[src/common/uart_msr_consts.svh]
// Purpose: register offsets, field positions, reset values
// Assumes: byte addresses on a 32-bit classic wishbone bus
// Notes:   one 8-bit register per aligned word, data in bits 7:0
`ifndef UART_MSR_CONSTS_SVH
`define UART_MSR_CONSTS_SVH

`define OFS_MODEM_STATUS   6'h00
`define OFS_SCRATCH_PAD    6'h04
`define OFS_DIVISOR_LOW    6'h08
`define OFS_DIVISOR_HIGH   6'h0C
`define OFS_DIVISOR_FRAC   6'h10
`define OFS_PART_ID        6'h14
`define OFS_PART_REV       6'h18
`define OFS_ENH_FEATURE    6'h1C
`define OFS_RESUME1        6'h20
`define OFS_RESUME2        6'h24
`define OFS_STOP1          6'h28
`define OFS_STOP2          6'h2C
`define OFS_MODEM_CONTROL  6'h30
`define OFS_INT_ENABLE     6'h34
`define OFS_FIFO_CONTROL   6'h38
`define OFS_INT_STATUS     6'h3C

`define ENH_GATE_BIT       4
`define SPECIAL_DET_BIT    5
`define AUTO_CTS_BIT       7
`define LOOPBACK_BIT       4
`define MODEM_IRQ_EN_BIT   3
`define CHAR_IRQ_EN_BIT    5
`define SPECIAL_FLAG_BIT   4
`define STOP_FLAG_BIT      5

`define SCRATCH_RST        8'hFF
`define DIV_LOW_RST        8'h01
`define DIV_HIGH_RST       8'h00
`define ZERO_BYTE          8'h00
`define PART_ID_DEFAULT    8'h5A
`define PART_REV_DEFAULT   8'h0C

`endif

[src/common/uart_msr_pkg.sv]
// Purpose: shared types of the modem status and flow control block
// Assumes: nothing
// Notes:   flow_sel_t order follows the two-bit select field code
package uart_msr_pkg;
  typedef enum logic [1:0] {FLOW_NONE, FLOW_SECOND, FLOW_FIRST, FLOW_BOTH} flow_sel_t;
  typedef enum logic [1:0] {SEQ_IDLE, SEQ_RESUME1, SEQ_STOP1} seq_state_t;
endpackage

[src/common/char_match_if.sv]
// Purpose: carries received characters and flow settings to the matcher
// Assumes: one clock domain
// Notes:   hits are combinational, valid in the rx_valid cycle
`timescale 1ns/1ps
interface char_match_if;
  import uart_msr_pkg::*;
  logic       rx_valid;
  logic [7:0] rx_data;
  flow_sel_t  tx_sel;
  flow_sel_t  rx_sel;
  logic [7:0] resume1;
  logic [7:0] resume2;
  logic [7:0] stop1;
  logic [7:0] stop2;
  logic       resume_hit;
  logic       stop_hit;
  modport ctrl  (output rx_valid, rx_data, tx_sel, rx_sel, resume1, resume2,
                 stop1, stop2, input resume_hit, stop_hit);
  modport match (input rx_valid, rx_data, tx_sel, rx_sel, resume1, resume2,
                 stop1, stop2, output resume_hit, stop_hit);
endinterface

[src/rtl/flow_char_match.sv]
// Purpose: compares received characters with resume and stop characters
// Assumes: rx_valid is a one-cycle strobe on ref_clk
// Notes:   dual mode waits for the first character, then the second
`timescale 1ns/1ps
module flow_char_match
  import uart_msr_pkg::*;
(
  input wire logic   ref_clk,
  input wire logic   nrst,
  char_match_if.match m
);
  seq_state_t seq_r;
  seq_state_t seq_nxt;
  logic       dual;

  // single pair selection uses either character alone
  assign dual = (m.rx_sel == FLOW_BOTH) &&
                ((m.tx_sel == FLOW_BOTH) || (m.tx_sel == FLOW_NONE));

  // hit decode per receive selection
  always_comb
  begin
    m.resume_hit = 1'b0;
    m.stop_hit   = 1'b0;
    unique case (m.rx_sel)
      FLOW_NONE:
      begin
        m.resume_hit = 1'b0;
      end
      FLOW_FIRST:
      begin
        m.resume_hit = m.rx_data == m.resume1;
        m.stop_hit   = m.rx_data == m.stop1;
      end
      FLOW_SECOND:
      begin
        m.resume_hit = m.rx_data == m.resume2;
        m.stop_hit   = m.rx_data == m.stop2;
      end
      FLOW_BOTH:
      begin
        if (dual)
        begin
          m.resume_hit = (seq_r == SEQ_RESUME1) && (m.rx_data == m.resume2);
          m.stop_hit   = (seq_r == SEQ_STOP1) && (m.rx_data == m.stop2);
        end
        else
        begin
          m.resume_hit = (m.rx_data == m.resume1) || (m.rx_data == m.resume2);
          m.stop_hit   = (m.rx_data == m.stop1) || (m.rx_data == m.stop2);
        end
      end
    endcase
    m.resume_hit = m.resume_hit && m.rx_valid;
    m.stop_hit   = m.stop_hit && m.rx_valid;
  end

  // remembers a first character of a pair; anything else restarts
  always_comb
  begin
    seq_nxt = seq_r;
    if (!dual)
      seq_nxt = SEQ_IDLE;
    else if (m.rx_valid)
    begin
      if (m.rx_data == m.resume1)
        seq_nxt = SEQ_RESUME1;
      else if (m.rx_data == m.stop1)
        seq_nxt = SEQ_STOP1;
      else
        seq_nxt = SEQ_IDLE;
    end
  end

  // sequence state
  always_ff @(posedge ref_clk or negedge nrst)
  begin
    if (!nrst)
      seq_r <= SEQ_IDLE;
    else
      seq_r <= seq_nxt;
  end
endmodule // flow_char_match

[src/rtl/uart_modem_flowctl.sv]
// Purpose: modem status, divisor, ident and enhanced flow control regs
// Assumes: classic wishbone slave, byte 0 lane, 40 MHz ref_clk
// Notes:   answers every access with ack one cycle after it is seen
`timescale 1ns/1ps
`include "uart_msr_consts.svh"
module uart_modem_flowctl
  import uart_msr_pkg::*;
#(
  parameter logic [7:0] PART_ID  = `PART_ID_DEFAULT,  // arbitrary value
  parameter logic [7:0] PART_REV = `PART_REV_DEFAULT  // arbitrary value
)(
  input  wire logic        ref_clk,
  input  wire logic        nrst,
  input  wire logic        wb_cyc_i,
  input  wire logic        wb_stb_i,
  input  wire logic        wb_we_i,
  input  wire logic [5:0]  wb_adr_i,
  input  wire logic [3:0]  wb_sel_i,
  input  wire logic [31:0] wb_dat_i,
  output logic      [31:0] wb_dat_o,
  output logic             wb_ack_o,
  input  wire logic        cts_n,
  input  wire logic        dsr_n,
  input  wire logic        ri_n,
  input  wire logic        cd_n,
  output logic             dtr_n,
  output logic             rts_n,
  output logic             op2_n,
  input  wire logic        tx_char_busy,
  output logic             tx_hold,
  input  wire logic        rx_valid,
  input  wire logic [7:0]  rx_data,
  output logic             rx_store,
  output logic      [7:0]  rx_store_data,
  output logic             resume_seen,
  output logic             stop_seen,
  output logic      [1:0]  tx_flow_mode,
  output logic      [15:0] resume_chars,
  output logic      [15:0] stop_chars,
  output logic      [15:0] baud_int,
  output logic      [3:0]  baud_frac,
  output logic      [1:0]  sample_sel,
  output logic             prescale_div4,
  output logic             xon_any,
  output logic             irda_en,
  output logic      [7:0]  int_enable,
  output logic      [1:0]  fifo_enh,
  output logic             modem_irq,
  output logic             char_irq
);
  logic [7:0] scratch_r;
  logic [7:0] div_low_r;
  logic [7:0] div_high_r;
  logic [7:0] frac_r;
  logic [7:0] efr_r;
  logic [7:0] mcr_r;
  logic [7:0] ier_r;
  logic [1:0] fcr_enh_r;
  logic [1:0] isr_evt_r;
  logic [1:0] isr_evt_nxt;
  logic [7:0] resume1_r;
  logic [7:0] resume2_r;
  logic [7:0] stop1_r;
  logic [7:0] stop2_r;
  logic [3:0] pin_meta_r;
  logic [3:0] pin_sync_r;
  logic [3:0] level_prev_r;
  logic [3:0] level_now;
  logic [3:0] delta_r;
  logic [3:0] delta_nxt;
  logic [3:0] delta_evt;
  logic       ack_r;
  logic [7:0] rdata_r;
  logic [7:0] rdata_nxt;
  logic       tx_hold_r;
  logic       rx_store_r;
  logic [7:0] rx_store_data_r;
  logic       resume_seen_r;
  logic       stop_seen_r;
  logic       access;
  logic       wr;
  logic       rd;
  logic       enh;
  logic       special_hit;
  logic       drop_char;
  logic       stop_evt;

  char_match_if cm ();

  // one access per request, answered one cycle later
  assign access = wb_cyc_i && wb_stb_i && !ack_r;
  assign wr     = access && wb_we_i && wb_sel_i[0];
  assign rd     = access && !wb_we_i;
  assign enh    = efr_r[`ENH_GATE_BIT];

  // pins are asynchronous: two flops before any use
  always_ff @(posedge ref_clk or negedge nrst)
  begin
    if (!nrst)
    begin
      pin_meta_r <= 4'hF;
      pin_sync_r <= 4'hF;
    end
    else
    begin
      pin_meta_r <= {cd_n, ri_n, dsr_n, cts_n};
      pin_sync_r <= pin_meta_r;
    end
  end

  // status levels, order carrier, ring, dsr, cts
  always_comb
  begin
    if (mcr_r[`LOOPBACK_BIT])
      level_now = {mcr_r[3], mcr_r[2], mcr_r[0], mcr_r[1]};
    else
      level_now = ~pin_sync_r;
  end

  // ring flags only the end of ringing, i.e. status high to low
  assign delta_evt[0] = level_prev_r[0] != level_now[0];
  assign delta_evt[1] = level_prev_r[1] != level_now[1];
  assign delta_evt[2] = level_prev_r[2] && !level_now[2];
  assign delta_evt[3] = level_prev_r[3] != level_now[3];

  // a change landing on the read edge survives the clear
  always_comb
  begin
    delta_nxt = delta_r;
    if (rd && wb_adr_i == `OFS_MODEM_STATUS)
      delta_nxt = 4'h0;
    delta_nxt = delta_nxt | delta_evt;
  end

  // change flags and last seen levels
  always_ff @(posedge ref_clk or negedge nrst)
  begin
    if (!nrst)
    begin
      delta_r      <= 4'h0;
      level_prev_r <= 4'h0;
    end
    else
    begin
      delta_r      <= delta_nxt;
      level_prev_r <= level_now;
    end
  end

  // plain software registers
  always_ff @(posedge ref_clk or negedge nrst)
  begin
    if (!nrst)
    begin
      scratch_r  <= `SCRATCH_RST;
      div_low_r  <= `DIV_LOW_RST;
      div_high_r <= `DIV_HIGH_RST;
      efr_r      <= `ZERO_BYTE;
      resume1_r  <= `ZERO_BYTE;
      resume2_r  <= `ZERO_BYTE;
      stop1_r    <= `ZERO_BYTE;
      stop2_r    <= `ZERO_BYTE;
    end
    else if (wr)
    begin
      unique case (wb_adr_i)
        `OFS_SCRATCH_PAD:  scratch_r  <= wb_dat_i[7:0];
        `OFS_DIVISOR_LOW:  div_low_r  <= wb_dat_i[7:0];
        `OFS_DIVISOR_HIGH: div_high_r <= wb_dat_i[7:0];
        `OFS_ENH_FEATURE:  efr_r      <= wb_dat_i[7:0];
        `OFS_RESUME1:      resume1_r  <= wb_dat_i[7:0];
        `OFS_RESUME2:      resume2_r  <= wb_dat_i[7:0];
        `OFS_STOP1:        stop1_r    <= wb_dat_i[7:0];
        `OFS_STOP2:        stop2_r    <= wb_dat_i[7:0];
        default:           scratch_r  <= scratch_r;
      endcase
    end
  end

  // enhanced-gated fields hold their value while the gate is low,
  // so legacy drivers cannot disturb them
  always_ff @(posedge ref_clk or negedge nrst)
  begin
    if (!nrst)
    begin
      frac_r    <= `ZERO_BYTE;
      mcr_r     <= `ZERO_BYTE;
      ier_r     <= `ZERO_BYTE;
      fcr_enh_r <= 2'h0;
    end
    else if (wr)
    begin
      unique case (wb_adr_i)
        `OFS_DIVISOR_FRAC:
        begin
          if (enh)
            frac_r <= wb_dat_i[7:0];
        end
        `OFS_MODEM_CONTROL:
        begin
          mcr_r[4:0] <= wb_dat_i[4:0];
          if (enh)
            mcr_r[7:5] <= wb_dat_i[7:5];
        end
        `OFS_INT_ENABLE:
        begin
          ier_r[3:0] <= wb_dat_i[3:0];
          if (enh)
            ier_r[7:4] <= wb_dat_i[7:4];
        end
        `OFS_FIFO_CONTROL:
        begin
          if (enh)
            fcr_enh_r <= wb_dat_i[5:4];
        end
        default:
        begin
          frac_r <= frac_r;
        end
      endcase
    end
  end

  // character status bits; write-one clears, gated, an event wins
  always_comb
  begin
    isr_evt_nxt = isr_evt_r;
    if (wr && enh && wb_adr_i == `OFS_INT_STATUS)
      isr_evt_nxt = isr_evt_r & ~wb_dat_i[5:4];
    if (special_hit)
      isr_evt_nxt[0] = 1'b1;
    if (stop_evt)
      isr_evt_nxt[1] = 1'b1;
  end

  // status event bits
  always_ff @(posedge ref_clk or negedge nrst)
  begin
    if (!nrst)
      isr_evt_r <= 2'h0;
    else
      isr_evt_r <= isr_evt_nxt;
  end

  // read mux; identity reads only with a zero divisor
  always_comb
  begin
    rdata_nxt = `ZERO_BYTE;
    unique case (wb_adr_i)
      `OFS_MODEM_STATUS:  rdata_nxt = {level_now, delta_r};
      `OFS_SCRATCH_PAD:   rdata_nxt = scratch_r;
      `OFS_DIVISOR_LOW:   rdata_nxt = div_low_r;
      `OFS_DIVISOR_HIGH:  rdata_nxt = div_high_r;
      `OFS_DIVISOR_FRAC:  rdata_nxt = enh ? frac_r : `ZERO_BYTE;
      `OFS_PART_ID:
        rdata_nxt = ({div_high_r, div_low_r} == 16'h0000) ? PART_ID : `ZERO_BYTE;
      `OFS_PART_REV:
        rdata_nxt = ({div_high_r, div_low_r} == 16'h0000) ? PART_REV : `ZERO_BYTE;
      `OFS_ENH_FEATURE:   rdata_nxt = efr_r;
      `OFS_RESUME1:       rdata_nxt = resume1_r;
      `OFS_RESUME2:       rdata_nxt = resume2_r;
      `OFS_STOP1:         rdata_nxt = stop1_r;
      `OFS_STOP2:         rdata_nxt = stop2_r;
      `OFS_MODEM_CONTROL: rdata_nxt = mcr_r;
      `OFS_INT_ENABLE:    rdata_nxt = ier_r;
      `OFS_FIFO_CONTROL:  rdata_nxt = {2'h0, fcr_enh_r, 4'h0};
      `OFS_INT_STATUS:    rdata_nxt = {2'h0, isr_evt_r, 4'h0};
      default:            rdata_nxt = `ZERO_BYTE;
    endcase
  end

  // bus answer; unmapped addresses ack with zero data
  always_ff @(posedge ref_clk or negedge nrst)
  begin
    if (!nrst)
    begin
      ack_r   <= 1'b0;
      rdata_r <= `ZERO_BYTE;
    end
    else
    begin
      ack_r <= access;
      if (rd)
        rdata_r <= rdata_nxt;
    end
  end

  assign wb_ack_o = ack_r;
  assign wb_dat_o = {24'h000000, rdata_r};

  // auto cts: stop only at a character boundary, resume at once
  always_ff @(posedge ref_clk or negedge nrst)
  begin
    if (!nrst)
      tx_hold_r <= 1'b0;
    else if (!efr_r[`AUTO_CTS_BIT] || level_now[0])
      tx_hold_r <= 1'b0;
    else if (!tx_char_busy)
      tx_hold_r <= 1'b1;
  end

  // matcher hookup
  assign cm.rx_valid = rx_valid;
  assign cm.rx_data  = rx_data;
  assign cm.tx_sel   = flow_sel_t'(efr_r[3:2]);
  assign cm.rx_sel   = flow_sel_t'(efr_r[1:0]);
  assign cm.resume1  = resume1_r;
  assign cm.resume2  = resume2_r;
  assign cm.stop1    = stop1_r;
  assign cm.stop2    = stop2_r;

  flow_char_match u_match (
    .ref_clk (ref_clk),
    .nrst    (nrst),
    .m       (cm)
  );

  // special detect compares the whole byte, bit 0 as lsb
  assign special_hit = rx_valid && efr_r[`SPECIAL_DET_BIT] && (rx_data == stop2_r);
  assign drop_char   = special_hit && (cm.rx_sel == FLOW_SECOND);
  assign stop_evt    = cm.stop_hit;

  // receive side strobes, one cycle behind the character
  always_ff @(posedge ref_clk or negedge nrst)
  begin
    if (!nrst)
    begin
      rx_store_r      <= 1'b0;
      rx_store_data_r <= `ZERO_BYTE;
      resume_seen_r   <= 1'b0;
      stop_seen_r     <= 1'b0;
    end
    else
    begin
      rx_store_r    <= rx_valid && !drop_char;
      resume_seen_r <= cm.resume_hit;
      stop_seen_r   <= cm.stop_hit;
      if (rx_valid)
        rx_store_data_r <= rx_data;
    end
  end

  // outputs toward the rest of the channel
  assign tx_hold       = tx_hold_r;
  assign rx_store      = rx_store_r;
  assign rx_store_data = rx_store_data_r;
  assign resume_seen   = resume_seen_r;
  assign stop_seen     = stop_seen_r;
  assign dtr_n         = ~mcr_r[0];
  assign rts_n         = ~mcr_r[1];
  assign op2_n         = ~mcr_r[3];
  assign tx_flow_mode  = efr_r[3:2];
  assign resume_chars  = {resume1_r, resume2_r};
  assign stop_chars    = {stop1_r, stop2_r};
  assign baud_int      = {div_high_r, div_low_r};
  assign baud_frac     = frac_r[3:0];
  assign sample_sel    = frac_r[5] ? 2'h2 : {1'b0, frac_r[4]};
  assign prescale_div4 = mcr_r[7];
  assign irda_en       = mcr_r[6];
  assign xon_any       = mcr_r[5];
  assign int_enable    = ier_r;
  assign fifo_enh      = fcr_enh_r;

  // interrupt requests to the channel interrupt logic
  assign modem_irq = ier_r[`MODEM_IRQ_EN_BIT] && (delta_r != 4'h0);
  assign char_irq  = ier_r[`CHAR_IRQ_EN_BIT] && (isr_evt_r != 2'h0);
endmodule // uart_modem_flowctl

[config.mk]
export PLATFORM = sky130hd
export DESIGN_NAME = uart_modem_flowctl
export DESIGN_NICKNAME = d
export VERILOG_FILES = /design/src/common/uart_msr_pkg.sv /design/src/common/char_match_if.sv /design/src/rtl/flow_char_match.sv /design/src/rtl/uart_modem_flowctl.sv
export VERILOG_INCLUDE_DIRS = /design/src /design/src/common
export SDC_FILE = /design/constraint.sdc
export NUM_CORES = 1
export LEC_CHECK = 0
export BUFFER_PORTS_ARGS = -buffer_cell sky130_fd_sc_hd__buf_2
export CAP_MARGIN = 20
export CORE_ASPECT_RATIO = 0.7
export CORE_MARGIN = 1.5
export CORE_UTILIZATION = 40
export CTS_CLUSTER_SIZE = 12
export DETAILED_ROUTE_END_ITERATION = 7
export MAX_ROUTING_LAYER = met4
export SYNTH_ARGS = -nofsm -noshare
export SYNTH_HDL_FRONTEND = slang
export SYNTH_SLANG_ARGS = --single-unit
export TNS_END_PERCENT = 10
[constraint.sdc]
create_clock -name ref_clk -period 2.2 [get_ports ref_clk]
set_input_delay 0.11 -clock ref_clk [delete_from_list [all_inputs] [get_ports ref_clk]]
set_output_delay 0.11 -clock ref_clk [all_outputs]
set_load 0.03 [all_outputs]
==> impl_results.md <==
* Status: complete, no violations
* DIE AREA at roughly 17000 um^2
* Synth Cell Area at 6660 um^2
* Final Hold Viols at 0
* Die Ht at 111 um
* Clock Tree Buf Depth at 2
* First-pass GRT wire length at 32.0 mm
* Layout fillers at 1466
* Critical path type: register to register
* Sequential area share after synthesis at 49.5%
* Startpoint types: register
* Final Critical Period at around 2.0 ns
* Yosys cell types at 59
* Iter 0 DRT Violations at 542
* Clk root buf: clkbuf_16
* Synthesis warning total at 0
* TritonCTS Buffers at 17
* Crit share post-route at 92.9%
* Post-Route WL at 20.9 mm
* Area Growth Syn to Fin at 25.0%
* CTS HTree Levels at 4
* Core Rows at 39
* CTS sink cnt at about 130
* Via count at about 5200
* GRT Util Overall at approximately a quarter
* Worst Path Arrival at 2.41 ns
* Crit path max fanout at 3
* DR vias/cell at 5.45
* Avg WL per Cell at between 20 and 25 um
* Leak at 4.17 nW
* Core area at 16300 um^2
* Die width at 157 um
* EDFF count, synth at 0
* Clock Pin Slew Worst Setup and Hold Paths at around 0.060 ns
* Worst path slowest cell: nor4_1
* Pwr Density at roughly 760 nW/um^2
* Setup Total Neg Slack at 0 ns
* Yosys top cell by area: dfrtp_1
* Most used cell, CP: buf_4
* CP Capture Type: register
* DRT antenna net count at 0
* GRT overflow at 0
* Nets at 773
* Worst slew margin at 53.7%
* TritonCTS clock tree: done
* Top cells by area, synth: dfrtp_1 43%, mux2_2 16%, dfstp_2 6.7%, buf_4 3.6%, xor2_1 3.0%
* Hold Slack at 0.00882 ns
* Clk Latency, worst-skew pair at between 0.4 and 0.5 ns
* Most used DFF post-synth: dfrtp_1
* Unrepaired setup endpoints after global routing: no
* Post-placement worst setup slack at roughly 0.096 ns
* Io pins at 180
* Max Cap Viol at 0
* Final core utilization at 51.1%
* Most numerous cell in the Yosys netlist: dfrtp_1
* Post-Synthesis Cells at 569
* Post-route DRC at 0
* Crit path cell chain: buf_4 > xor2_1 > nor4_1 > buf_4 > nand4_1 > a21oi_1 > a21o_1
* FF+latch count, synth at 131
* Power, Total at 6.37 mW
* Fin worst setup slack at ~0.16 ns
* Placed wire-length estimate at between 15 and 20 mm
* # setup viols final at 0
* Top achievable clock speed at 489 MHz
* Post-synth ARST share at 100%
* Layout cells sized above 1 at between 40 and 50%
* Starting Density at between 40% and 50%
* Clock skew at 0.00819 ns
* # diodes at 0
* Pin count of the biggest net entering global routing at 65
* Commonest cells in the netlist: 114 x dfrtp_1, 96 x mux2_2, 42 x nand2_1
* Worst vdd ir at 433 uV
* Vias in the first global route at between 5000 and 6000
* Hold Path Class: primary input to register
* CP peak stage delay at 0.59 ns
* First-pass DRT Iterations at 8
* Critical Path RT at 2.57 ns
* Top-area cell type share of the netlist area at 42.8%
* Measured slew at the worst slew-check pin at 0.689 ns
* RePlAce Congestion at 0.948
* Max Slew Vio Count at 0
* Setup bufs post-CTS at 0
* Syn Area/Cell at 11.7 um^2
* Initial antenna violation count at 0
* Port Buf Inserts at 128
## sequential cells by signal, summed over array words and instances (netlist names), 2 cells and up
signal,count
pin_meta_r,4
u_match.seq_r,2
div_low_r,8
cm.resume1,8
scratch_r,8
mcr_r,8
delta_r,4
cm.stop1,8
div_high_r,8
int_enable,8
fifo_enh,2
rdata_r,8
cm.resume2,8
frac_r,8
efr_r,8
isr_evt_r,2
level_prev_r,4
rx_store_data,8
cm.stop2,8
pin_sync_r,4
## kinds of logic after synthesis
kind of cell | after synthesis | synth area share, %
buf+inv | 80 | 6.57
simple gates | 135 | 11.7
compound gates | 74 | 8.07
mux | 112 | 19.4
xor+xnor | 36 | 4.73
flops | 131 | 49.5
other cells | 1 | 0.0563
## routing by layer
layer	part of all wire (%)	track usage (%)	routed length, um
met1	50	40.3	10500
met4	1.6	7.30	345
met3	9.4	7.08	1960
met5	0	-	0
met2	39	32.2	8170
## repair_timing
item                                   in CTS  in global routing
setup endpoints to repair                   0                  3
hold buffers                                7                  0
endpoints found under the hold margin     120                  0
gates resized for setup                     0                  1
## layout make-up
class                      count  area [um^2]  area share (%)
inverter                      10         37.5           0.450
clock inverter                10          178            2.13
clock buffer                  22          484            5.81
timing repair buffer         171         1020            12.3
tap                          225          282            3.38
sequential                   131         3300            39.6
multi-input combinational    381         3030            36.4
## critical path, delay by kind of cell (launching register included)
kind,cells,cell delay [ns]
AOI/OAI and AO/OA,2,0.36
xor gates and xnor gates,1,0.14
buffers and inverters,2,0.40
DFF,1,0.42
and+or+nand+nor,2,0.68
## cell usage in the layout, fill, tap and decap left out, types with 5 or more instances in the layout
cell type      instances
buf_2                127
dfrtp_1              114
mux2_2                96
nand2_1               42
buf_4                 34
conb_1                24
xor2_1                23
clkbuf_16             17
dfstp_2               17
nor2_1                14
o21ai_0               14
nand3_1               14
xnor2_1               13
nor4_1                12
mux2i_1               11
inv_1                 10
a21oi_1                8
nand4_1                8
nor2b_1                7
nor3_1                 7
a22oi_1                7
dlygate4sd3_1          7
nor3_4                 6
a22o_1                 5
a32oi_1                5
bufinv_16              5
## path summary, 6_finish.rpt
check	slack (ns)	end	from	depth (start not counted)
max	0.16	isr_evt_r[1]$_DFFE_PN0P_	cm.stop1[4]$_DFFE_PN0P_	7
min	0.009	wb_ack_o$_DFF_PN0_	wb_stb_i	2
max reg2reg	0.16	isr_evt_r[1]$_DFFE_PN0P_	cm.stop1[4]$_DFFE_PN0P_	7
min reg2reg	0.35	pin_sync_r[2]$_DFF_PN1_	pin_meta_r[2]$_DFF_PN1_	0
max in group asynchronous	1.55	scratch_r[3]$_DFFE_PN1P_	nrst	3
min in group asynchronous	0.05	tx_hold$_DFFE_PN0P_	nrst	2
## through the flow
step | instances | cell area, um^2
6_report | 950 | 8330
5_1_grt | 950 | 8330
4_1_cts | 950 | 8330
3_5_place_dp | 911 | 7590
3_3_place_gp | 911 | 7590
2_1_floorplan | 592 | 6750
## report_power, final
part / switching [mW] / internal, mW
clock network: 1.05 / 2.12
logic: 0.443 / 0.201
registers: 0.0615 / 2.49
No activity file was read; power rests on OpenSTA's default activity.
